===== src/clk_fanout_pkg.sv =====
// Package with the register map and field layout of the fan-out buffer control block
package clk_fanout_pkg;
	// ----------------------------------------
	// Sizes
	// ----------------------------------------
	localparam int NUM_OUTPUTS = 12;
	localparam int ADDR_W = 8;
	localparam int DATA_W = 8;
	localparam int SEL_W = 2;
	localparam int DSTATE_W = 2;
	localparam int OUTS_PER_BYTE = 4;
	// ----------------------------------------
	// Register offsets
	// ----------------------------------------
	localparam logic [7:0] REF_SRC_OFS = 8'h04;
	localparam logic [7:0] DIS_LOW_OFS = 8'h05;
	localparam logic [7:0] DIS_MID_OFS = 8'h06;
	localparam logic [7:0] DIS_HIGH_OFS = 8'h07;
	localparam logic [7:0] ON_LOW_OFS = 8'h08;
	localparam logic [7:0] ON_HIGH_OFS = 8'h09;
	// ----------------------------------------
	// Reset values
	// ----------------------------------------
	localparam logic [7:0] DIS_RST = 8'h00;
	localparam logic [7:0] ON_RST = 8'h00;
	localparam logic [1:0] SEL_RST = 2'h0;
	localparam logic XTAL_RUN_RST = 1'b1;
	// ----------------------------------------
	// Field encodings
	// ----------------------------------------
	localparam logic [1:0] SEL_DIFF0 = 2'h0;
	localparam logic [1:0] SEL_DIFF1 = 2'h1;
	localparam logic [1:0] SEL_XTAL = 2'h2;
	localparam logic [1:0] SEL_BYPASS = 2'h3;
	localparam logic [1:0] DS_BOTH_LOW = 2'h0;
	localparam logic [1:0] DS_DRIVE_LOW = 2'h1;
	typedef enum logic [1:0] {
		DRV_OFF_LOW,
		DRV_OFF_SPLIT,
		DRV_OFF_HIZ,
		DRV_ACTIVE
	} drive_mode_e;
endpackage


===== src/clk_fanout_regs.sv =====
// Register bank and per-output drive control of the clock fan-out buffer
//
// Operation
// - Source 00/01 picks differential pair 0/1
// - Source 10 uses crystal oscillator or overdrive
// - Source 11 bypass, crystal amplifier kept off
// - Disabled 00 both low, 01 true low
// - Disabled codes 10 and 11 give high impedance
// - Disabled level applies only while enable low
// - Four disabled fields per byte, offsets 05-07
// - Outputs 8-11 byte only on twelve-output variant
// - Enable bytes 08-09, one bit each, reset zero
// - Enabled output runs low-power HCSL clock
// - Normal-run crystal runs only in mode 10
// - Source reset value from programmable defaults
`timescale 1ns/1ps
`default_nettype none
module clk_fanout_regs #(
	parameter bit TWELVE_OUT = 1'b1
) (
	// Clock and reset
	input wire logic core_clk_i,
	input wire logic arst_n_i,
	// Register port (serial bus decoded outside)
	input wire logic reg_wr_i,
	input wire logic reg_rd_i,
	input wire logic [clk_fanout_pkg::ADDR_W-1:0] reg_addr_i,
	input wire logic [clk_fanout_pkg::DATA_W-1:0] reg_wdata_i,
	output logic [clk_fanout_pkg::DATA_W-1:0] reg_rdata_o,
	// Programmable defaults, sampled after reset release
	input wire logic [clk_fanout_pkg::SEL_W-1:0] otp_ref_sel_i,
	input wire logic otp_xtal_run_i,
	// Reference clocks (already in core domain as gating clocks)
	input wire logic diff_ref0_true_i,
	input wire logic diff_ref1_true_i,
	input wire logic crystal_in_pin_i,
	// Analog controls
	output logic xtal_osc_en_o,
	output logic xtal_amp_en_o,
	output logic [clk_fanout_pkg::SEL_W-1:0] ref_mux_sel_o,
	// Clock outputs
	output logic [clk_fanout_pkg::NUM_OUTPUTS-1:0] clock_out_true_o,
	output logic [clk_fanout_pkg::NUM_OUTPUTS-1:0] clock_out_comp_o,
	output logic [clk_fanout_pkg::NUM_OUTPUTS-1:0] clock_out_oe_o,
	output logic [clk_fanout_pkg::NUM_OUTPUTS-1:0] low_power_diff_drive_o
);
	import clk_fanout_pkg::*;

	// ----------------------------------------
	// Reset synchroniser
	// ----------------------------------------
	logic rst_meta_r;
	logic rst_n_r;
	logic otp_loaded_r;

	// Release is synchronised so every flop reset by rst_n_r leaves reset together
	always_ff @(posedge core_clk_i or negedge arst_n_i) begin
		if (!arst_n_i) begin
			rst_meta_r <= 1'b0;
			rst_n_r <= 1'b0;
		end else begin
			rst_meta_r <= 1'b1;
			rst_n_r <= rst_meta_r;
		end
	end

	// ----------------------------------------
	// Registers
	// ----------------------------------------
	logic [SEL_W-1:0] reference_source_register;
	logic xtal_normal_run_r;
	logic [DATA_W-1:0] disabled_level_reg_low;
	logic [DATA_W-1:0] disabled_level_reg_mid;
	logic [DATA_W-1:0] disabled_level_reg_high;
	logic [DATA_W-1:0] output_on_bits_low;
	logic [OUTS_PER_BYTE-1:0] output_on_bits_high;

	// Defaults are loaded by a clocked step after release, never from a port under reset
	always_ff @(posedge core_clk_i or negedge rst_n_r) begin
		if (!rst_n_r) begin
			otp_loaded_r <= 1'b0;
			reference_source_register <= SEL_RST;
			xtal_normal_run_r <= XTAL_RUN_RST;
		end else if (!otp_loaded_r) begin
			otp_loaded_r <= 1'b1;
			reference_source_register <= otp_ref_sel_i;
			xtal_normal_run_r <= otp_xtal_run_i;
		end else if (reg_wr_i && reg_addr_i == REF_SRC_OFS) begin
			// Upper bits dropped on write
			reference_source_register <= reg_wdata_i[SEL_W-1:0];
		end
	end

	// Disabled-level and enable registers
	always_ff @(posedge core_clk_i or negedge rst_n_r) begin
		if (!rst_n_r) begin
			disabled_level_reg_low <= DIS_RST;
			disabled_level_reg_mid <= DIS_RST;
			disabled_level_reg_high <= DIS_RST;
			output_on_bits_low <= ON_RST;
			output_on_bits_high <= ON_RST[OUTS_PER_BYTE-1:0];
		end else if (reg_wr_i) begin
			case (reg_addr_i)
				DIS_LOW_OFS: disabled_level_reg_low <= reg_wdata_i;
				DIS_MID_OFS: disabled_level_reg_mid <= reg_wdata_i;
				DIS_HIGH_OFS: begin
					if (TWELVE_OUT) begin
						disabled_level_reg_high <= reg_wdata_i;
					end
				end
				ON_LOW_OFS: output_on_bits_low <= reg_wdata_i;
				ON_HIGH_OFS: begin
					if (TWELVE_OUT) begin
						output_on_bits_high <= reg_wdata_i[OUTS_PER_BYTE-1:0];
					end
				end
				default: ;
			endcase
		end
	end

	// ----------------------------------------
	// Read path
	// ----------------------------------------
	logic [DATA_W-1:0] rdata_nxt;

	// Absent registers and unmapped offsets read zero
	always_comb begin
		rdata_nxt = 8'h00;
		case (reg_addr_i)
			REF_SRC_OFS: rdata_nxt = {6'h00, reference_source_register};
			DIS_LOW_OFS: rdata_nxt = disabled_level_reg_low;
			DIS_MID_OFS: rdata_nxt = disabled_level_reg_mid;
			DIS_HIGH_OFS: rdata_nxt = TWELVE_OUT ? disabled_level_reg_high : 8'h00;
			ON_LOW_OFS: rdata_nxt = output_on_bits_low;
			ON_HIGH_OFS: rdata_nxt = TWELVE_OUT ? {4'h0, output_on_bits_high} : 8'h00;
			default: rdata_nxt = 8'h00;
		endcase
	end

	// Read data registered one cycle after the strobe
	always_ff @(posedge core_clk_i or negedge rst_n_r) begin
		if (!rst_n_r) begin
			reg_rdata_o <= 8'h00;
		end else if (reg_rd_i) begin
			reg_rdata_o <= rdata_nxt;
		end
	end

	// ----------------------------------------
	// Reference selection and crystal control
	// ----------------------------------------
	logic ref_clk;

	// Mux of the selected reference
	always_comb begin
		case (reference_source_register)
			SEL_DIFF0: ref_clk = diff_ref0_true_i;
			SEL_DIFF1: ref_clk = diff_ref1_true_i;
			SEL_XTAL: ref_clk = crystal_in_pin_i;
			SEL_BYPASS: ref_clk = crystal_in_pin_i;
			default: ref_clk = diff_ref0_true_i;
		endcase
	end

	// Amplifier only off in bypass; normal-run limits the oscillator to crystal mode
	always_ff @(posedge core_clk_i or negedge rst_n_r) begin
		if (!rst_n_r) begin
			xtal_osc_en_o <= 1'b0;
			xtal_amp_en_o <= 1'b0;
			ref_mux_sel_o <= SEL_RST;
		end else begin
			ref_mux_sel_o <= reference_source_register;
			xtal_amp_en_o <= reference_source_register != SEL_BYPASS;
			if (xtal_normal_run_r) begin
				xtal_osc_en_o <= reference_source_register == SEL_XTAL;
			end else begin
				xtal_osc_en_o <= reference_source_register != SEL_BYPASS;
			end
		end
	end

	// ----------------------------------------
	// Per-output drivers
	// ----------------------------------------
	logic [3*DATA_W-1:0] dis_all;
	logic [NUM_OUTPUTS-1:0] on_all;
	assign dis_all = {disabled_level_reg_high, disabled_level_reg_mid, disabled_level_reg_low};
	assign on_all = {output_on_bits_high, output_on_bits_low};

	genvar k;
	generate
		for (k = 0; k < NUM_OUTPUTS; k++) begin : g_out
			logic [DSTATE_W-1:0] code;
			logic on_r;
			drive_mode_e mode;
			assign code = dis_all[DSTATE_W*k +: DSTATE_W];

			// Enable retimed while the reference is low, so no runt pulse
			always_ff @(posedge core_clk_i or negedge rst_n_r) begin
				if (!rst_n_r) begin
					on_r <= 1'b0;
				end else if (!ref_clk) begin
					on_r <= on_all[k];
				end
			end

			// Field only matters while the output is off
			always_comb begin
				if (on_r) begin
					mode = DRV_ACTIVE;
				end else begin
					case (code)
						DS_BOTH_LOW: mode = DRV_OFF_LOW;
						DS_DRIVE_LOW: mode = DRV_OFF_SPLIT;
						default: mode = DRV_OFF_HIZ;
					endcase
				end
			end

			// Output legs all registered
			always_ff @(posedge core_clk_i or negedge rst_n_r) begin
				if (!rst_n_r) begin
					clock_out_true_o[k] <= 1'b0;
					clock_out_comp_o[k] <= 1'b0;
					clock_out_oe_o[k] <= 1'b1;
					low_power_diff_drive_o[k] <= 1'b0;
				end else begin
					case (mode)
						DRV_ACTIVE: begin
							clock_out_true_o[k] <= ref_clk;
							clock_out_comp_o[k] <= ~ref_clk;
							clock_out_oe_o[k] <= 1'b1;
							low_power_diff_drive_o[k] <= 1'b1;
						end
						DRV_OFF_SPLIT: begin
							clock_out_true_o[k] <= 1'b0;
							clock_out_comp_o[k] <= 1'b1;
							clock_out_oe_o[k] <= 1'b1;
							low_power_diff_drive_o[k] <= 1'b0;
						end
						DRV_OFF_HIZ: begin
							clock_out_true_o[k] <= 1'b0;
							clock_out_comp_o[k] <= 1'b0;
							clock_out_oe_o[k] <= 1'b0;
							low_power_diff_drive_o[k] <= 1'b0;
						end
						default: begin
							clock_out_true_o[k] <= 1'b0;
							clock_out_comp_o[k] <= 1'b0;
							clock_out_oe_o[k] <= 1'b1;
							low_power_diff_drive_o[k] <= 1'b0;
						end
					endcase
				end
			end
		end
	endgenerate
endmodule
`default_nettype wire


===== config.mk =====
export PLATFORM = sky130hd
export DESIGN_NAME = clk_fanout_regs
export DESIGN_NICKNAME = d
export VERILOG_FILES = /design/src/clk_fanout_pkg.sv /design/src/clk_fanout_regs.sv
export SDC_FILE = /design/constraint.sdc
export NUM_CORES = 1
export LEC_CHECK = 0
export ABC_AREA = 1
export BUFFER_PORTS_ARGS = -buffer_cell sky130_fd_sc_hd__buf_2
export CAP_MARGIN = 40
export CELL_PAD_IN_SITES_DETAIL_PLACEMENT = 1
export CELL_PAD_IN_SITES_GLOBAL_PLACEMENT = 2
export CORE_MARGIN = 1
export CORE_UTILIZATION = 34
export DETAILED_ROUTE_END_ITERATION = 10
export PLACE_DENSITY_LB_ADDON = 0.05
export SLEW_MARGIN = 20
export SYNTH_ARGS = -nofsm -noshare
export SYNTH_HDL_FRONTEND = slang
export SYNTH_SLANG_ARGS = --single-unit
export TNS_END_PERCENT = 20

===== constraint.sdc =====
create_clock -name core_clk_i -period 4.4 [get_ports core_clk_i]
set_input_delay 0.88 -clock core_clk_i [delete_from_list [all_inputs] [get_ports core_clk_i]]
set_output_delay 0.88 -clock core_clk_i [all_outputs]
set_load 0.05 [all_outputs]

==> results.py, run 1 <==
metrics = {
    "status": {
        "status": "finished clean",
    },
    "die": {
        "num_rows": 41,
        "die_w_um": 116,
        "core_region_area_um2": 12700,
        "start_util_pct": 35.0,
        "ios": 86,
        "dieArea_um2": 13600,
        "dieHeight_um": 116,
    },
    "clock_tree": {
        "clk_latency_ns": 0.41,
        "cts.sinks": 114,
        "root_buffer": "clkbuf_16",
        "postCtsResizedCells": 0,
        "cts_tree": "built",
        "cts_setup_buffers": 0,
        "htreeDepth": 4,
        "numCtsBuffers": 17,
        "ctsHoldBuffers": 0,
        "cts_buffer_depth": 2,
        "cts.clk_slew.worst_paths_ns": 0.05,
    },
    "grt": {
        "grt_pass1_wl_mm": 18.0,
        "grt-ovfl-total": 0,
        "grt_pass1_vias": 3468,
        "grt_util_all_layers_pct": 18.3,
        "antenna_found_initial": 0,
        "grt_max_degree": 54,
    },
    "route": {
        "routed_wirelength_mm": 11.0,
        "num_vias": 3294,
        "drt_iter0_drc": 120,
        "viasPerCell": 4.55,
        "drt_pass1_iterations": 4,
        "ant_nets": 0,
        "drc": 0,
        "wl_per_cell_um": 15.2,
    },
    "timing": {
        "fin_crit_sh_pct": 50.9,
        "hold_viol": 0,
        "period_minus_slack_ns": 2.24,
        "setup_viol": 0,
        "max_freq_ghz": 0.446,
        "worst_slew_pin_slew_ns": 0.656,
        "slew_headroom_pct": 56.2,
        "clock_skew_ns": 0.00679,
        "fin_ws_ns": 2.16,
        "rsz0062_at_grt": "false",
        "drv_slew": 0,
        "tns_ns": 0,
    },
    "placed_design": {
        "dp_hpwl_mm": 7.94,
        "gp_congestion": 0.730,
        "port_buffers": 85,
        "place_ws_ns": 1.72,
        "numPlacedInstances": 692,
    },
    "yosys": {
        "synth_top_area_cell": "dfrtp_1",
        "yosysWarningCount": 0,
        "synth.avg_cell_area_um2": 9.82,
        "yosysTopAreaCellShare_pct": 56.7,
        "ys_ff_latch": 114,
        "ys_types": 26,
        "synthTopCellsByArea": "dfrtp_1 (57%), nand2_1 (9.0%), dfstp_2 (7.7%)",
        "synth_cells": 454,
        "synth_area_um2": 4460,
        "ys_seq_area_share_pct": 64.4,
    },
    "hold_path": {
        "hold_path_class": "input pin to asynchronous set/reset pin",
    },
    "critical_path": {
        "path_cells": "buf_2, inv_1, nand2_1, nor2_2, and3_1, nand2_1, o21a_1",
        "crit_family": "simple AND/OR/NAND/NOR gates",
        "slowest_stage": "and3_1",
        "start_kind": "input pin",
        "path_max_fanout": 16,
        "crit_path_frequent_cell": "nand2_1",
        "crit_arrival_ns": 2.55,
        "slowest_delay_ns": 0.69,
        "critPathCaptureType": "register",
        "critPathKind": "input pin to register",
        "path_buf_inv": 2,
        "required_ns": 4.71,
    },
    "job": {
        "drv_cap": 0,
    },
    "final_layout": {
        "antenna_cells": 0,
        "drive_above_1_share_pct": 26.3,
        "final_cell_mix": "nand2_1 (107), dfrtp_1 (100), buf_2 (85)",
        "final_common_cell": "nand2_1",
        "area_growth_pct": 26.5,
        "instances_no_fill": 724,
        "fill_cells": 1496,
        "fin_nets": 565,
    },
    "pwr": {
        "p_leak_uw": 0.00297,
        "ir_worst_vdd_uv": 194,
        "p_per_area_nw_per_um2": 514,
    },
}
-- kinds of logic after synthesis --
kind of cell / synth area share (%)
AO/OA/AOI/OAI: 8.03
buffers and inverters: 7.80
flip-flops: 64.4
multiplexers: 0.253
other: 0.0841
AND/OR/NAND/NOR: 19.5
-- cells in the mapped netlist --
master	n
conb_1	1
nand2_2	1
nand4_1	2
dfstp_2	13
nand3_4	3
buf_6	2
nor2_1	23
buf_2	5
buf_4	3
dfrtp_1	101
o21ai_0	47
and3_1	1
o211ai_2	1
a21oi_1	12
nor2_4	4
nand3_2	1
nand2_4	1
clkbuf_1	12
o22ai_1	2
nand2_1	107
buf_8	1
mux2_2	1
o21a_1	4
nand3_1	47
inv_1	58
a21boi_0	1
-- stage by stage --
step | hold slack (ns) | utilization (%) | cell area [um^2] | power, uW
after floorplan | 0.331 | - | 4460 | 1390
after global placement | 0.337 | 39.2 | 4990 | 1470
after detailed placement | 0.280 | 39.5 | 5020 | 1480
after CTS | 0.226 | 44.3 | 5640 | 2930
after global routing | 0.228 | 44.3 | 5640 | 3000
final | 0.241 | 44.3 | 5640 | 2900
-- registers in the layout, indices dropped and copies added, names as in the netlist, 8 cells and up --
signal                   flops
low_power_diff_drive_o      12
clock_out_comp_o            12
g_out.on_r                  12
disabled_level_reg_mid       8
clock_out_oe_o              12
disabled_level_reg_high      8
output_on_bits_low           8
clock_out_true_o            12
disabled_level_reg_low       8
reg_rdata_o                  8
-- where the power goes --
| group | internal, uW | total, uW | leakage (uW) | switching, uW |
|---|---|---|---|---|
| Sequential | 1120 | 1160 | 0.00149 | 42.0 |
| Clock | 971 | 1440 | 0.000310 | 473 |
| Combinational | 64.7 | 291 | 0.00117 | 226 |
| Total | 2160 | 2900 | 0.00297 | 741 |
-- cell type report --
class	instances	area [um^2]	area share (%)
Multi-Input combinational cell	260	1250	22.1
Clock buffer	21	460	8.17
Clock inverter	11	159	2.82
Sequential cell	114	2870	50.9
Tap cell	172	215	3.82
Inverter	58	218	3.86
Timing Repair Buffer	88	468	8.30
-- final timing paths --
path / depth (start not counted) / to / from / slack [ns]
worst max-delay path: 7 / disabled_level_reg_high[0]$_DFFE_PN0P_ / reg_addr_i[4] / 2.16
worst min-delay path: 1 / rst_n_r$_DFF_PN0_ / arst_n_i / 0.24
worst max register to register: 5 / clock_out_comp_o[4]$_DFF_PN0_ / reference_source_register[0]$_DFFE_PN0P_ / 2.70
worst min register to register: 0 / output_on_bits_low[1]$_DFFE_PN0P_ / rst_n_r$_DFF_PN0_ / 0.26
max in group asynchronous: 2 / clock_out_oe_o[4]$_DFF_PN1_ / rst_n_r$_DFF_PN0_ / 3.05
min in group core_clk_i: 0 / rst_n_r$_DFF_PN0_ / rst_meta_r$_DFF_PN0_ / 0.36
-- layer usage --
metal	part of all wire [%]	track usage (%)	wire length, um
met5	0	0	0
met4	1.7	7.95	187
met3	3.2	4.51	347
met2	51	30.4	5630
met1	44	22.8	4830
Note: power is estimated with default switching activity, not from simulation.
==> run 2: changes to the inputs <==
--- a/config.mk
+++ b/config.mk
@@ -5,13 +5,13 @@
 export SDC_FILE = /design/constraint.sdc
 export NUM_CORES = 1
 export LEC_CHECK = 0
-export ABC_AREA = 1
+export ABC_AREA = 0
 export BUFFER_PORTS_ARGS = -buffer_cell sky130_fd_sc_hd__buf_2
 export CAP_MARGIN = 40
 export CELL_PAD_IN_SITES_DETAIL_PLACEMENT = 1
 export CELL_PAD_IN_SITES_GLOBAL_PLACEMENT = 2
 export CORE_MARGIN = 1
-export CORE_UTILIZATION = 34
+export CORE_UTILIZATION = 37
 export DETAILED_ROUTE_END_ITERATION = 10
 export PLACE_DENSITY_LB_ADDON = 0.05
 export SLEW_MARGIN = 20
==> constraint.sdc (replaced) <==
create_clock -name core_clk_i -period 2.35 [get_ports core_clk_i]
set_input_delay 0.47 -clock core_clk_i [delete_from_list [all_inputs] [get_ports core_clk_i]]
set_output_delay 0.47 -clock core_clk_i [all_outputs]
set_load 0.05 [all_outputs]
==> results.py, run 2 <==
metrics = {
    "status": {
        "status": "finished clean",
    },
    "final_layout": {
        "fill_cells": 1167,
        "fin_util_pct": 49.4,
        "final_common_cell": "dfrtp_1",
        "ff_latch_area_um2": 2870,
        "fin_nets": 426,
        "multi_input_area_um2": 1430,
        "area_growth_pct": 28.9,
        "antenna_cells": 0,
        "final_cell_mix": "dfrtp_1 (100), buf_2 (85), mux2_2 (59)",
        "drive_above_1_share_pct": 50.1,
        "instances_no_fill": 556,
    },
    "timing": {
        "max_freq_ghz": 0.572,
        "rsz0062_at_grt": "false",
        "worst_slew_pin_slew_ns": 0.489,
        "period_minus_slack_ns": 1.75,
        "tns_ns": 0,
        "setup_viol": 0,
        "fin_ws_ns": 0.600,
        "drv_slew": 0,
        "clock_skew_ns": 0.00477,
        "slew_headroom_pct": 67.1,
        "fin_crit_sh_pct": 74.5,
        "hold_viol": 0,
        "hold_ws_ns": 0.294,
    },
    "yosys": {
        "synthFlopType": "dfrtp_1",
        "yosysTopAreaCellShare_pct": 57.6,
        "async_flop_share_pct": 100,
        "ys_seq_area_share_pct": 65.4,
        "synthTopCellsByArea": "dfrtp_1 (58%), mux2_2 (15%), dfstp_2 (7.8%)",
        "yosysWarningCount": 0,
        "synth_area_um2": 4390,
        "synth_top_area_cell": "dfrtp_1",
        "synth_common_cells": "dfrtp_1 (101), mux2_2 (59), clkbuf_1 (19)",
        "yosysMostFrequentCell": "dfrtp_1",
        "synth.avg_cell_area_um2": 14.4,
        "ys_ff_latch": 114,
        "ys_types": 31,
        "synth_edf_count": 0,
        "synth_cells": 305,
    },
    "critical_path": {
        "start_kind": "input pin",
        "path_buf_inv": 2,
        "slowest_stage": "nor4_1",
        "critPathCaptureType": "register",
        "required_ns": 2.64,
        "cp.depth": 6,
        "slowest_delay_ns": 0.47,
        "reg2regPathDepth": 5,
        "crit_family": "simple AND/OR/NAND/NOR gates",
        "path_cells": "buf_2, nor4_1, and2_1, nand4_1, buf_4, mux2_2",
        "crit_arrival_ns": 2.04,
        "path_max_fanout": 6,
        "critPathKind": "input pin to register",
    },
    "die": {
        "dieHeight_um": 111,
        "dieArea_um2": 12300,
        "start_util_pct": 38.3,
        "die_w_um": 111,
        "ios": 86,
        "core_region_area_um2": 11500,
        "num_rows": 39,
    },
    "clock_tree": {
        "cts.sinks": 114,
        "root_buffer": "clkbuf_16",
        "htreeDepth": 4,
        "ctsHoldBuffers": 1,
        "cts_buffer_depth": 2,
        "cts.clk_slew.worst_paths_ns": 0.05,
        "cts_setup_buffers": 0,
        "cts_tree": "built",
        "clk_latency_ns": 0.41,
        "numCtsBuffers": 17,
        "postCtsResizedCells": 0,
    },
    "route": {
        "routed_wirelength_mm": 9.98,
        "num_vias": 2758,
        "drt_pass1_iterations": 6,
        "viasPerCell": 4.96,
        "wl_per_cell_um": 18.0,
        "drc": 0,
        "ant_nets": 0,
        "drt_iter0_drc": 112,
    },
    "grt": {
        "grt_pass1_wl_mm": 16.4,
        "antenna_found_initial": 0,
        "grt_util_all_layers_pct": 18.0,
        "grt_pass1_vias": 2915,
        "grt-ovfl-total": 0,
        "grt_max_degree": 48,
    },
    "job": {
        "drv_cap": 0,
    },
    "placed_design": {
        "port_buffers": 85,
        "gp_congestion": 0.720,
        "numPlacedInstances": 523,
        "dp_hpwl_mm": 6.79,
        "place_ws_ns": 0.175,
    },
    "pwr": {
        "p_per_area_nw_per_um2": 948,
        "p_leak_uw": 0.00290,
        "ir_worst_vdd_uv": 561,
    },
    "hold_path": {
        "hold_path_class": "register to asynchronous set/reset pin",
    },
}
run 2: logic make-up after synthesis:
family	after synthesis	share of synthesized area, %
DFF	114	65.4
muxes	65	17.1
and+or+nand+nor	61	8.92
AOI/OAI and AO/OA	38	6.24
buffers and inverters	26	2.31
other	1	0.0854
run 2: through the flow:
stage	cell area, um^2	total power, uW
after floorplan	4390	2570
after global placement	5030	2740
after detailed placement	5030	2750
after CTS	5660	5450
after global routing	5660	5570
final	5660	5370
run 2: per-layer routing:
metal / up-vias / track usage, % / wire, um / share of wire [%]
li1: 1257 / - / - / -
met1: 1428 / 22.9 / 4520 / 45
met5: - / 0 / 0 / 0
met3: 12 / 5.47 / 373 / 3.7
met2: 61 / 28.2 / 4930 / 49
met4: 0 / 8.27 / 154 / 1.5
run 2: worst paths after layout:
kind / from / to / slack (ns)
setup / recovery: reg_addr_i[5] / disabled_level_reg_high[4]$_DFFE_PN0P_ / 0.60
hold / removal: rst_n_r$_DFF_PN0_ / clock_out_true_o[11]$_DFF_PN0_ / 0.29
setup reg to reg: reference_source_register[0]$_DFFE_PN0P_ / g_out[2].on_r$_DFFE_PN0P_ / 0.70
hold reg to reg: rst_n_r$_DFF_PN0_ / clock_out_true_o[11]$_DFF_PN0_ / 0.29
max in group asynchronous: rst_n_r$_DFF_PN0_ / clock_out_oe_o[8]$_DFF_PN1_ / 1.23
min in group core_clk_i: otp_xtal_run_i / xtal_normal_run_r$_DFFE_PN1N_ / 0.29
run 2: cell type report:
cell class                 count  area share (%)
sequential                   114            50.8
multi-input combinational    166            25.3
timing repair buffer          97            9.60
clock buffer                  21            8.14
tap                          143            3.16
clock inverter                11            2.81
inverter                       4           0.265
run 2: worst register-to-register path, delay by kind of cell (launching register included):
family                 cells  cell delay, ns
multiplexers               2            0.60
flip-flops                 1            0.48
buffers and inverters      1            0.23
AO/OA/AOI/OAI              1            0.15
AND/OR/NAND/NOR            1            0.08
run 2: power by group:
part           leakage, uW  switching (uW)  total (uW)  internal (uW)
Sequential         0.00150            86.2        2170           2080
Clock             0.000310             847        2660           1820
Combinational      0.00109             367         534            167
Total              0.00290            1300        5370           4070
==> run 3: changes to the inputs <==
--- a/config.mk
+++ b/config.mk
@@ -11,7 +11,7 @@
 export CELL_PAD_IN_SITES_DETAIL_PLACEMENT = 1
 export CELL_PAD_IN_SITES_GLOBAL_PLACEMENT = 2
 export CORE_MARGIN = 1
-export CORE_UTILIZATION = 37
+export CORE_UTILIZATION = 34
 export DETAILED_ROUTE_END_ITERATION = 10
 export PLACE_DENSITY_LB_ADDON = 0.05
 export SLEW_MARGIN = 20
==> constraint.sdc (replaced) <==
create_clock -name core_clk_i -period 1.5 [get_ports core_clk_i]
set_input_delay 0.3 -clock core_clk_i [delete_from_list [all_inputs] [get_ports core_clk_i]]
set_output_delay 0.3 -clock core_clk_i [all_outputs]
set_load 0.05 [all_outputs]
==> results.py, run 3 (same netlist as run 2, synthesis figures left out) <==
metrics = {
    "die": {
        "die_w_um": 116,
        "core_region_area_um2": 12600,
        "num_rows": 41,
        "ios": 86,
        "dieArea_um2": 13400,
        "dieHeight_um": 116,
        "start_util_pct": 34.8,
    },
    "clock_tree": {
        "cts_buffer_depth": 2,
        "cts.sinks": 114,
        "numCtsBuffers": 17,
        "clk_latency_ns": 0.41,
        "root_buffer": "clkbuf_16",
        "cts.clk_slew.worst_paths_ns": 0.05,
        "htreeDepth": 4,
        "cts_tree": "built",
    },
    "critical_path": {
        "path_buf_inv": 1,
        "r2r-start": "reference_source_register[0]$_DFFE_PN0P_",
        "critPathCaptureType": "register",
        "crit_path_start": "reference_source_register[0]$_DFFE_PN0P_",
        "reg2reg_slack_ns": 0.01,
        "required_ns": 1.79,
        "slowest_delay_ns": 0.36,
        "cp.depth": 5,
        "reg2regPathDepth": 5,
        "crit_family": "multiplexers",
        "path_max_fanout": 11,
        "crit_path_end": "g_out[11].on_r$_DFFE_PN0P_",
        "crit_arrival_ns": 1.78,
        "slowest_stage": "dfrtp_1",
        "start_kind": "register",
        "path_cells": "mux2i_1, nor2_1, a21oi_4, buf_12, mux2_2",
        "r2r-end": "g_out[11].on_r$_DFFE_PN0P_",
        "critPathKind": "register to register",
    },
    "grt": {
        "antenna_found_initial": 0,
        "grt_pass1_vias": 2952,
        "gr-usage-met2_pct": 27.0,
        "grt_pass1_wl_mm": 16.8,
        "grt-ovfl-total": 0,
        "met3_usage_pct": 5.13,
        "grt_util_all_layers_pct": 17.4,
        "gr-max-usage-layer": "met2",
        "grt_use_met1_pct": 22.4,
        "grt_max_degree": 52,
    },
    "job": {
        "drv_cap": 0,
    },
    "pwr": {
        "p_per_area_nw_per_um2": 1400,
        "ir_worst_vdd_uv": 755,
        "seqPwrFrac_pct": 41.2,
        "combPwrFrac_pct": 11.5,
        "p_clk_share_pct": 47.3,
        "swShare_pct": 24.6,
        "p_leak_uw": 0.00301,
        "p_sw_uw": 2020,
        "p_int_uw": 6190,
    },
    "timing": {
        "period_minus_slack_ns": 1.49,
        "max_freq_ghz": 0.671,
        "hold_viol": 0,
        "hold_ws_ns": 0.123,
        "clock_skew_ns": 0.00515,
        "drv_slew": 0,
        "fin_ws_ns": 0.00993,
        "rsz0062_at_grt": "true",
        "setup_viol": 0,
        "fin_crit_sh_pct": 99.3,
    },
    "placed_design": {
        "numPlacedInstances": 569,
        "dp_hpwl_mm": 7.25,
        "port_buffers": 85,
        "place_ws_ns": -0.360,
        "gp_congestion": 0.741,
    },
    "final_layout": {
        "fin_util_pct": 46.6,
        "final_common_cell": "dfrtp_1",
        "area_growth_pct": 34.1,
        "drive_above_1_share_pct": 51.7,
        "instances_no_fill": 603,
        "final_cell_mix": "dfrtp_1 (100), buf_2 (77), mux2_2 (55)",
        "fin_nets": 445,
        "antenna_cells": 0,
    },
    "route": {
        "drt_pass1_iterations": 4,
        "drt_iter0_drc": 104,
        "routed_wirelength_mm": 10.2,
        "drc": 0,
        "viasPerCell": 4.65,
        "num_vias": 2804,
        "wl_per_cell_um": 17.0,
        "ant_nets": 0,
    },
    "status": {
        "status": "finished clean",
    },
    "hold_path": {
        "min_from": "otp_xtal_run_i",
        "hold_path_class": "input pin to register",
    },
}
## run 3: cell count changes in the layout (fill, tap and decap cells not counted), moves of 2 or more
cell	before	now
buf_4	9	25
buf_2	85	77
clkbuf_4	0	7
buf_12	2	6
mux2_2	59	55
mux2_4	0	4
clkbuf_1	2	5
clkinv_2	6	3
bufinv_16	4	2
clkbuf_8	2	4
## run 3: worst min-delay path by stage
stage                                    endpoint  slack [ns]  cells after the start
finish              xtal_normal_run_r$_DFFE_PN1N_        0.12                      2
global route        xtal_normal_run_r$_DFFE_PN1N_        0.11                      2
CTS                 xtal_normal_run_r$_DFFE_PN1N_        0.11                      2
detailed placement           rst_meta_r$_DFF_PN0_        0.09                      1
global placement             rst_meta_r$_DFF_PN0_        0.09                      1
floorplan                    rst_meta_r$_DFF_PN0_       0.004                      0
## run 3: timing repair
| action | in CTS | in global routing |
|---|---|---|
| setup endpoints to repair | 10 | 31 |
| buffers inserted | 0 | 2 |
| hold buffers | 1 | 0 |
| resized for setup | 3 | 11 |
| hold endpoints to repair | 2 | 0 |
## run 3: metrics by stage
step                      instance area (um^2)  setup TNS, ns  power (uW)
after CTS                                 5840        -0.0612        8320
after detailed placement                  5240         -13.73        4370
after global placement                    5240         -12.53        4350
after global routing                      5880         -0.594        8530
final                                     5880              0        8210
after floorplan                           4400          -6.47        4030
## run 3: cell type report
type,count,area [um^2]
Timing Repair Buffer,116,756
Sequential cell,114,2870
Fill cell,1351,6740
Clock inverter,5,75.1
Tap cell,172,215
Clock buffer,26,499
Multi-Input combinational cell,166,1450
Inverter,4,15.0
## run 3: power by group through the flow
stage | Combinational [uW] | Clock [uW] | Sequential, uW
floorplan | 255 | 0 | 3780
global placement | 929 | 0 | 3430
detailed placement | 939 | 0 | 3430
CTS | 948 | 3990 | 3380
global route | 1020 | 4110 | 3400
finish | 948 | 3880 | 3380
## run 3: layer usage
layer	wire length [um]	share of wire, %	vias up
li1	-	-	1294
met1	4630	45	1434
met2	4960	49	64
met3	438	4.3	12
met4	189	1.8	0
met5	0	0	-
